$ cat src/hdl/sram_port_consts.svh
`ifndef SRAM_PORT_CONSTS_SVH
`define SRAM_PORT_CONSTS_SVH

// Organisation defaults (36-bit: four lanes of nine bits)
`define SP_LANES 4
`define SP_LANE_W 9
`define SP_ADDR_W 20
`define SP_BURST_W 2

// Strap defaults held while in reset, matching the internal pulls
`define SP_ORDER_RST 1'b1
`define SP_FT_RST 1'b1
`define SP_SCD_RST 1'b1
`define SP_ZQ_RST 1'b1
`define SP_SLEEP_RST 1'b0

// Bit positions in the synchronised strap vector
`define SP_STRAP_ORDER 0
`define SP_STRAP_FT 1
`define SP_STRAP_SCD 2
`define SP_STRAP_ZQ 3
`define SP_STRAP_SLEEP 4
`define SP_STRAP_W 5

`endif

$ cat src/hdl/sram_port_pkg.sv
package sram_port_pkg;
    // Synchronous command seen at a clock edge, one-hot
    typedef enum logic [4:0] {
        CMD_DESELECT = 5'b00001,
        CMD_BEGIN_READ = 5'b00010,
        CMD_BEGIN_DECODED = 5'b00100,
        CMD_CONTINUE = 5'b01000,
        CMD_SUSPEND = 5'b10000
    } cmd_t;
endpackage

$ cat src/hdl/burst_counter.sv
module burst_counter
    import sram_port_pkg::*;
#(
    parameter int W = 2
) (
    input wire logic clk,
    input wire logic srst,
    input wire logic load,
    input wire logic step,
    input wire logic linear,
    input wire logic [W-1:0] start,
    output logic [W-1:0] cur,
    output logic [W-1:0] nxt
);
    logic [W-1:0] start_reg;
    logic [W-1:0] count_reg;
    logic [W-1:0] count_next;

    // Start value and step count; the count wraps so the fifth address repeats
    always_ff @(posedge clk) begin
        if (srst) begin
            start_reg <= '0;
            count_reg <= '0;
        end else if (load) begin
            start_reg <= start;
            count_reg <= '0;
        end else if (step) begin
            count_reg <= count_next;
        end
    end

    // Linear adds the step, interleaved flips bits with it
    always_comb begin
        count_next = W'(count_reg + 1'b1);
        cur = linear ? W'(start_reg + count_reg) : (start_reg ^ count_reg);
        nxt = linear ? W'(start_reg + count_next) : (start_reg ^ count_next);
    end
endmodule

$ cat src/hdl/sync_burst_sram_port.sv
// Functional notes
// - Order strap low linear, high interleaved
// - Output strap low flow-through, high pipelined
// - Open straps default pipeline, single deselect, low drive
// - Drive strap low selects strong drive
// - Sleep high stops accesses, floats outputs
// - Linear burst counts up modulo four
// - Interleaved burst XORs start with step
// - Global write all lanes, else enabled lanes
// - Reads drive every byte lane
// - Writes keep data pins floating
// - Lanes c and d only when four lanes
// - Chip deselected with controller strobe floats pins
// - Processor strobe begins read, ignores writes
// - Controller strobe begins read or write burst
// - Advance low steps counter and accesses
// - Advance high repeats current address
// - Output enable gates drivers asynchronously
// - Dummy reads advance counter like reads
`include "sram_port_consts.svh"
module sync_burst_sram_port
    import sram_port_pkg::*;
#(
    parameter int LANES = `SP_LANES,
    parameter int LANE_W = `SP_LANE_W,
    parameter int ADDR_W = `SP_ADDR_W
) (
    // Clock and reset
    input wire logic CLK,
    input wire logic SRST,
    // Mode straps and sleep, asynchronous
    input wire logic BURST_ORDER_SELECT_N,
    input wire logic OUTPUT_REGISTER_BYPASS_N,
    input wire logic DESELECT_DEPTH_SELECT,
    input wire logic DRIVE_STRENGTH_SELECT,
    input wire logic SLEEP_REQUEST,
    // Synchronous command inputs
    input wire logic CHIP_SELECT_N,
    input wire logic PROCESSOR_ADDRESS_STROBE_N,
    input wire logic CONTROLLER_ADDRESS_STROBE_N,
    input wire logic BURST_STEP_N,
    input wire logic [ADDR_W-1:0] ADDR,
    // Write controls
    input wire logic GLOBAL_WRITE_N,
    input wire logic BYTE_WRITE_ENABLE_N,
    input wire logic BYTE_LANE_A_WRITE_N,
    input wire logic BYTE_LANE_B_WRITE_N,
    input wire logic BYTE_LANE_C_WRITE_N,
    input wire logic BYTE_LANE_D_WRITE_N,
    // Output enable, asynchronous
    input wire logic OUTPUT_ENABLE_N,
    // Data pins
    input wire logic [LANES*LANE_W-1:0] DQ_IN,
    output logic [LANES*LANE_W-1:0] DQ_OUT,
    output logic DQ_OE,
    // Array side
    output logic [ADDR_W-1:0] MEM_ADDR,
    output logic MEM_READ,
    output logic [LANES-1:0] MEM_WRITE,
    output logic [LANES*LANE_W-1:0] MEM_WDATA,
    input wire logic [LANES*LANE_W-1:0] MEM_RDATA,
    // Mode status
    output logic STANDBY,
    output logic DRIVE_STRONG,
    output logic DESELECT_DUAL
);
    logic [`SP_STRAP_W-1:0] strap_meta_reg;
    logic [`SP_STRAP_W-1:0] strap_reg;
    logic [`SP_STRAP_W-1:0] strap_raw;
    logic [`SP_STRAP_W-1:0] strap_rst;
    logic linear;
    logic flow;
    logic sleep;
    cmd_t cmd;
    logic [LANES-1:0] lanes_n;
    logic [LANES-1:0] wr_lanes;
    logic active_reg;
    logic access;
    logic load;
    logic step;
    logic [1:0] low_cur;
    logic [1:0] low_nxt;
    logic [1:0] low_sel;
    logic [ADDR_W-3:0] addr_hi_reg;
    logic [ADDR_W-1:0] mem_addr_reg;
    logic mem_read_reg;
    logic [LANES-1:0] mem_write_reg;
    logic [LANES*LANE_W-1:0] mem_wdata_reg;
    logic [LANES*LANE_W-1:0] pipe_data_reg;
    logic pipe_valid_reg;
    logic [LANES*LANE_W-1:0] dq_out_reg;
    logic drive_reg;
    logic float_now;
    logic standby_reg;
    logic drive_strong_reg;
    logic deselect_dual_reg;

    // Straps pass two flops; reset values mirror the pulls on open pins
    assign strap_raw = {SLEEP_REQUEST, DRIVE_STRENGTH_SELECT, DESELECT_DEPTH_SELECT,
                        OUTPUT_REGISTER_BYPASS_N, BURST_ORDER_SELECT_N};
    assign strap_rst = {`SP_SLEEP_RST, `SP_ZQ_RST, `SP_SCD_RST, `SP_FT_RST, `SP_ORDER_RST};
    always_ff @(posedge CLK) begin
        if (SRST) begin
            strap_meta_reg <= strap_rst;
            strap_reg <= strap_rst;
        end else begin
            strap_meta_reg <= strap_raw;
            strap_reg <= strap_meta_reg;
        end
    end
    assign linear = ~strap_reg[`SP_STRAP_ORDER];
    assign flow = ~strap_reg[`SP_STRAP_FT];
    assign sleep = strap_reg[`SP_STRAP_SLEEP];

    // Mode status outputs
    always_ff @(posedge CLK) begin
        if (SRST) begin
            standby_reg <= `SP_SLEEP_RST;
            drive_strong_reg <= ~`SP_ZQ_RST;
            deselect_dual_reg <= ~`SP_SCD_RST;
        end else begin
            standby_reg <= sleep;
            drive_strong_reg <= ~strap_reg[`SP_STRAP_ZQ];
            deselect_dual_reg <= ~strap_reg[`SP_STRAP_SCD];
        end
    end

    // Lanes c and d are dropped in the two-lane organisation
    always_comb begin
        lanes_n = '1;
        lanes_n[0] = BYTE_LANE_A_WRITE_N;
        lanes_n[1] = BYTE_LANE_B_WRITE_N;
        if (LANES > 2) begin
            lanes_n[LANES > 2 ? 2 : 0] = BYTE_LANE_C_WRITE_N;
            lanes_n[LANES > 3 ? 3 : 0] = BYTE_LANE_D_WRITE_N;
        end
    end

    // Global write beats byte write; byte write needs a lane enable
    always_comb begin
        if (!GLOBAL_WRITE_N) begin
            wr_lanes = '1;
        end else if (!BYTE_WRITE_ENABLE_N) begin
            wr_lanes = ~lanes_n;
        end else begin
            wr_lanes = '0;
        end
    end

    // Command decode; processor strobe ignored while chip select is high
    always_comb begin
        if (CHIP_SELECT_N && !CONTROLLER_ADDRESS_STROBE_N) begin
            cmd = CMD_DESELECT;
        end else if (!CHIP_SELECT_N && !PROCESSOR_ADDRESS_STROBE_N) begin
            cmd = CMD_BEGIN_READ;
        end else if (!CONTROLLER_ADDRESS_STROBE_N) begin
            cmd = CMD_BEGIN_DECODED;
        end else if (!BURST_STEP_N) begin
            cmd = CMD_CONTINUE;
        end else begin
            cmd = CMD_SUSPEND;
        end
    end

    // Continue and suspend only touch the array inside a live burst
    always_comb begin
        load = 1'b0;
        step = 1'b0;
        access = 1'b0;
        low_sel = low_cur;
        case (cmd)
            CMD_BEGIN_READ, CMD_BEGIN_DECODED: begin
                load = !sleep;
                access = !sleep;
                low_sel = ADDR[1:0];
            end
            CMD_CONTINUE: begin
                step = !sleep && active_reg;
                access = step;
                low_sel = low_nxt;
            end
            CMD_SUSPEND: begin
                access = !sleep && active_reg;
            end
            default: begin
                access = 1'b0;
            end
        endcase
    end

    burst_counter #(.W(`SP_BURST_W)) u_counter (
        .clk(CLK),
        .srst(SRST),
        .load(load),
        .step(step),
        .linear(linear),
        .start(ADDR[1:0]),
        .cur(low_cur),
        .nxt(low_nxt)
    );

    // Burst liveness and the upper address captured at burst start
    always_ff @(posedge CLK) begin
        if (SRST) begin
            active_reg <= 1'b0;
            addr_hi_reg <= '0;
        end else if (sleep || cmd == CMD_DESELECT) begin
            active_reg <= 1'b0;
        end else if (load) begin
            active_reg <= 1'b1;
            addr_hi_reg <= ADDR[ADDR_W-1:2];
        end
    end

    // Array access issued from the command of this edge
    always_ff @(posedge CLK) begin
        if (SRST) begin
            mem_addr_reg <= '0;
            mem_read_reg <= 1'b0;
            mem_write_reg <= '0;
            mem_wdata_reg <= '0;
        end else begin
            mem_addr_reg <= load ? ADDR : {addr_hi_reg, low_sel};
            if (!access || cmd == CMD_BEGIN_READ) begin
                mem_write_reg <= '0;
                mem_read_reg <= access;
            end else begin
                mem_write_reg <= wr_lanes;
                mem_read_reg <= wr_lanes == '0;
            end
            mem_wdata_reg <= DQ_IN;
        end
    end

    // Writes, deselect and sleep float the pins at once, ahead of any queued read
    assign float_now = sleep || cmd == CMD_DESELECT || (access && cmd != CMD_BEGIN_READ
                       && wr_lanes != '0);

    // Read data path: flow-through skips the pipe stage
    always_ff @(posedge CLK) begin
        if (SRST) begin
            pipe_data_reg <= '0;
            pipe_valid_reg <= 1'b0;
            dq_out_reg <= '0;
            drive_reg <= 1'b0;
        end else begin
            pipe_data_reg <= MEM_RDATA;
            pipe_valid_reg <= mem_read_reg && !float_now;
            dq_out_reg <= flow ? MEM_RDATA : pipe_data_reg;
            if (float_now) begin
                drive_reg <= 1'b0;
            end else begin
                drive_reg <= flow ? mem_read_reg : pipe_valid_reg;
            end
        end
    end

    // Output enable is a pin gate, not sampled; a clocked path would break its async role
    assign DQ_OE = drive_reg && !OUTPUT_ENABLE_N;
    assign DQ_OUT = dq_out_reg;
    assign MEM_ADDR = mem_addr_reg;
    assign MEM_READ = mem_read_reg;
    assign MEM_WRITE = mem_write_reg;
    assign MEM_WDATA = mem_wdata_reg;
    assign STANDBY = standby_reg;
    assign DRIVE_STRONG = drive_strong_reg;
    assign DESELECT_DUAL = deselect_dual_reg;
endmodule

$ cat config.mk
export PLATFORM = sky130hd
export DESIGN_NAME = sync_burst_sram_port
export DESIGN_NICKNAME = d
export VERILOG_FILES = /design/src/hdl/sram_port_pkg.sv /design/src/hdl/burst_counter.sv /design/src/hdl/sync_burst_sram_port.sv
export VERILOG_INCLUDE_DIRS = /design/src /design/src/hdl
export SDC_FILE = /design/constraint.sdc
export NUM_CORES = 1
export LEC_CHECK = 0
export BUFFER_PORTS_ARGS = -buffer_cell sky130_fd_sc_hd__buf_4
export CORE_AREA = 2 2 119 121
export CTS_CLUSTER_DIAMETER = 30
export DETAILED_ROUTE_END_ITERATION = 8
export DIE_AREA = 0 0 121 123
export GPL_ROUTABILITY_DRIVEN = 0
export GPL_TIMING_DRIVEN = 0
export PLACE_DENSITY = 0.81
export SYNTH_ARGS = -nofsm -noshare
export SYNTH_HDL_FRONTEND = slang
export SYNTH_SLANG_ARGS = --single-unit
$ cat constraint.sdc
create_clock -name CLK -period 1.4 [get_ports CLK]
set_input_delay 0.14 -clock CLK [delete_from_list [all_inputs] [get_ports CLK]]
set_output_delay 0.14 -clock CLK [all_outputs]
set_load 0.005 [all_outputs]
* Word-level counts from Yosys, hierarchy flattened
Index checks and enable logic that the tools add are counted.
Storage, ports and cells: flip-flop bits (word level) 171, output and inout bits 101, word-level logic and storage cells 74
Operators by class: add/subtract/negate cells 3, equality and inequality tests 6, mux-type cells 16, bitwise gates (word level) 6, reduce and logical (&&, ||, !) cells 26
Operators by type and width (number):
- 2-to-1 mux 36 bit | 1
- 2-to-1 mux 20 bit | 1
- 2-to-1 mux 5 bit | 4
- OR reduction 2 bit | 6
- 2-to-1 mux 4 bit | 2
- logical AND 1 bit | 7
- logical NOT 1 bit | 7
- equality test 5 x 1 -> 1 bit, second input constant | 1
- equality test 5 x 2 -> 1 bit, second input constant | 1
- equality test 5 x 3 -> 1 bit, second input constant | 1
- equality test 5 x 4 -> 1 bit, second input constant | 1
- equality test 5 bit, second input constant | 1
- != test 5 x 2 -> 1 bit, second input constant | 1
- adder 2 bit | 2
- logical NOT 4 bit | 1
- 2-to-1 mux 1 bit | 4
- 2-to-1 mux 2 bit | 2
- inverter 4 bit | 1
- one-hot mux 2 bit (2 select lines) | 1
- nonzero test 4 bit | 1
- XOR 2 bit | 2
- logical OR 1 bit | 3
- inverter 1 bit | 3
- adder 2 x 1 -> 2 bit, second input constant | 1
- 2 further kinds | 2

* Logic depth before layout (Yosys ltp)
word-level depth 12, gate-level depth with buffers 6

* Cells and area by module
Synthesis repeated with hierarchy kept, for this count alone.
Unflattened totals: cell total of the unflattened synthesis 483, area, all modules 5313.8 µm²
Modules (own cells, without submodules):
- sync_burst_sram_port | times used 1, cells each 461, area an instance 5079.9 µm²
- burst_counter | times used 1, cells each 22, area an instance 234.0 µm²

* Least setup slack after synthesis
No wires, ideal clock.
path kind register -> register, start point reg u_counter.count_reg[0], end point reg mem_addr_reg[1], in the netlist MEM_ADDR[1], arrival 1.207 ns, required time 1.279 ns, path slack 0.071 ns, cell stages (with the launch flop) 7, buffers on the path 0, cells stage by stage dfxtp_1 -> inv_1 -> ha_1 -> nor2b_1 -> xnor3_2 -> nand2_1 -> a31oi_1
On the way: cells in the longest elaborated chain, start to end 5
RTL lines:
- start: declaration | line burst_counter.sv:16 | logic [W-1:0] count_reg;
- start signal: assignment | line burst_counter.sv:28 | count_reg <= count_next;
- adder 2 x 1 -> 2 bit | line burst_counter.sv:34 | count_next = W'(count_reg + 1'b1);
- named net u_counter.count_next[0] | line burst_counter.sv:17 | logic [W-1:0] count_next;
- adder 2 bit | line burst_counter.sv:36 | nxt = linear ? W'(start_reg + count_next) : (start_reg ^ count_next);
- 2-to-1 mux 2 bit | line burst_counter.sv:36
- one-hot mux 2 bit (2 select lines) | line sync_burst_sram_port.sv:171 | case (cmd)
- 2-to-1 mux 20 bit | line sync_burst_sram_port.sv:223 | mem_addr_reg <= load ? ADDR : {addr_hi_reg, low_sel};
- end signal: assignment | line sync_burst_sram_port.sv:223
- end: declaration | line sync_burst_sram_port.sv:85 | logic [ADDR_W-1:0] mem_addr_reg;
The timed path passes the listed nets, and every way through them passes these cells. A chain may end at the register's enable or synchronous reset.

* Final worst setup path
start point reg u_counter.count_reg[0], end point reg mem_addr_reg[1], in the netlist MEM_ADDR[1]
On the way: cells in the longest elaborated chain, start to end 5
RTL lines (line):
- adder 2 x 1 -> 2 bit | burst_counter.sv:34
- adder 2 bit or XOR 2 bit (tied branches) | burst_counter.sv:36
- 2-to-1 mux 2 bit | burst_counter.sv:36
- one-hot mux 2 bit (2 select lines) * | sync_burst_sram_port.sv:171
- 2-to-1 mux 20 bit * | sync_burst_sram_port.sv:223
Every way passes the cells marked *; elsewhere a longest branch is shown, timed or not.

==> flow_metrics.tcl <==
set metrics [dict create \
    fin_area_sq_um 8678 \
    cts_tree "done" \
    synth_edf_count 0 \
    slew_headroom_pct 54.73 \
    min_period_over_period_pct 94.12 \
    fmax_mhz 758.9 \
    synth_cell_type_count 32 \
    drive_gt1_share_pct 32.61 \
    gr-usage-all-layers_pct 18.86 \
    ys_seq_area_share_pct 64.65 \
    wl_per_cell_um 14.02 \
    synth_nets 597 \
    synth_area_sq_um 5295 \
    place_area_sq_um 7097 \
    rows 43 \
    numPortBuffers 210 \
    path_class "flop to flop" \
    clkLatencyLatePin_ns 0.42 \
    grt_max_degree 17 \
    ctsHtreeMaxLevel 4 \
    crit_arrival_ns 1.65 \
    layout.cells.non_filler 1005 \
    dieArea_sq_um 14880 \
    yosysWarnings 0 \
    worstPathRequired_ns 1.74 \
    top_layer_used "met4" \
    vias 4447 \
    power_uw 11030 \
    drt_iter0_markers 192 \
    wl_met3_um 921 \
    status "completed" \
    rsz0062_at_grt "false" \
    power_density_nw_per_um2 1271 \
    syn-instance-count 485 \
    clock_sinks 171 \
    setup_ws_ns 0.08233 \
    place_hpwl_um 8608 \
    setup_viol 0 \
    wl_met1_um 5521 \
    wl_met2_um 7292 \
    cts_made_buffers 17 \
    drv_cap 0 \
    diodes 0 \
    async_reset_ff_share_pct 0 \
    grt_pass1_vias 4522 \
    ir_drop_mv 0.8925 \
    ios 211 \
    path_clk_slew_ns 0.06 \
    drv_slew 0 \
    overflow 0 \
    ys_seq_elements 171 \
    root_buffer "clkbuf_16" \
    pre_cts_ws_ns -0.1019 \
    grt_pass1_wl_um 21550 \
    die-width_um 121 \
    routed_wl_um 14090 \
    cts_buffer_depth 2 \
    initial_core_util_pct 38.90 \
    nNetsFinal 924 \
    leakagePower_uw 0.004037 \
    core_area_sq_um 13610 \
    dp.cells 875 \
    ys.flop_type "dfxtp_1" \
    hold_class "input port to flop" \
    fin_setup_tns_ns 0 \
    area_growth_pct 63.89 \
    worst_setup_path_end_kind "flop" \
    crit_fanout 3 \
    worst_pin_slew_ns 0.6790 \
    die_y_um 123 \
    skew_ns 0.01245 \
    drc_errors 0 \
    min_period_ns 1.318 \
    firstDrtPassIters 4 \
    hold_viol_final 0 \
    avgSynthCellArea_sq_um 10.92 \
    ant_nets 0 \
    avgViaCountPerCell 4.425 \
    antenna_found_initial 0 \
    cp-start-kind "flop" \
    fill_cells 1032 \
]
## stage by stage
step                util (%)  hold WS [ns]
floorplan                  -        0.2438
global placement       52.14        0.3253
detailed placement     52.14        0.3263
CTS                    63.57      0.004851
global route           63.76       0.01436
finish                 63.76       0.02484
## worst max-delay path, stage by stage, from the launching register on
cell,delay [ns]
dfxtp_4,0.35
buf_4,0.13
ha_1,0.18
nand2b_1,0.08
xnor2_1,0.05
or3_1,0.30
a31oi_1,0.15
## synth_stat cells, drive strengths merged, types with 2 or more instances
cell | instances | area [sq um]
clkbuf | 16 | 60.06
inv | 2 | 7.510
and2 | 4 | 25.02
ha | 2 | 25.02
nor3 | 4 | 25.02
a21oi | 42 | 221.5
or2 | 9 | 56.30
nor2 | 41 | 161.4
dfxtp | 171 | 3423
nor4 | 2 | 18.77
buf | 10 | 60.06
mux2i | 36 | 360.4
xnor2 | 4 | 42.55
nand2 | 44 | 165.2
or3 | 2 | 12.51
a31oi | 3 | 18.77
o21ai | 4 | 20.02
nor2b | 77 | 481.7
nand2b | 5 | 31.28
## path summary, 6_finish.rpt
path,cells past startpoint,startpoint,end,slack (ns)
max reg2reg,6,u_counter.count_reg[0],MEM_ADDR[1],0.08
min,3,ADDR[19],addr_hi_reg[17],0.02
min reg2reg,1,strap_reg[2],DESELECT_DUAL,0.38
max,6,u_counter.count_reg[0],MEM_ADDR[1],0.08
## report_power, final
group          switching [uW]  leakage (uW)  internal [uW]  total [uW]
Combinational             468       0.00234            740        1210
Sequential               77.7       0.00141           5120        5200
Clock                    1850      0.000280           2780        4630
Total                    2400       0.00404           8640       11000
## layout by cell type (no fill, tap or decap), types with 2 or more instances in the layout
cell           count
clkinv_4           3
buf_2              3
ha_1               2
dlygate4sd3_1     96
clkbuf_1          19
xnor2_1            3
nor3_1             3
clkbuf_8           3
nand2_1           44
o21ai_0            4
a31oi_1            3
bufinv_16          2
a21oi_1           41
or2_2              9
and2_1             4
nor2b_1           76
nand2b_1           5
buf_4            219
nor2_1            40
dfxtp_1          170
clkbuf_16         17
inv_1              2
or3_1              2
mux2i_1           36
clkinvlp_4         3
## routing by layer
layer,track usage (%),vias up
met5,0,-
met4,7.922,0
met3,6.319,26
met2,34.30,160
met1,19.93,2037
li1,-,2224
## timing repair
| item | CTS | global route |
|---|---|---|
| pin swaps | 0 | 2 |
| hold buffers | 96 | 0 |
| buffers inserted | 0 | 2 |
| resized for setup | 2 | 6 |
| setup endpoints to repair | 2 | 21 |
| hold endpoints to repair | 145 | 0 |
## area by class of cell
| type | count | area (sq um) | area share (%) |
|---|---|---|---|
| repair buffers | 308 | 2552 | 29.41 |
| clock buffers | 23 | 478.0 | 5.507 |
| plain buffers | 26 | 127.6 | 1.471 |
| inverters | 2 | 7.507 | 0.08651 |
| clock inverters | 9 | 113.9 | 1.312 |
| flip-flops and latches | 171 | 3427 | 39.49 |
| multi-input cells | 286 | 1747 | 20.13 |
| well taps | 180 | 225.2 | 2.595 |
## kinds of logic (layout without fill, tap and decap cells)
logic type / count (synthesis) / count (layout) / synth area share [%]
adder cells (fa/ha/maj): 2 / 2 / 0.4725
buffers and inverters: 28 / 368 / 2.410
flip-flops: 171 / 171 / 64.65
AO/OA/AOI/OAI: 53 / 53 / 5.600
XOR/XNOR: 5 / 5 / 1.252
multiplexers: 37 / 37 / 7.018
AND/OR/NAND/NOR: 189 / 189 / 18.60
(Power assumes the default switching activity.)
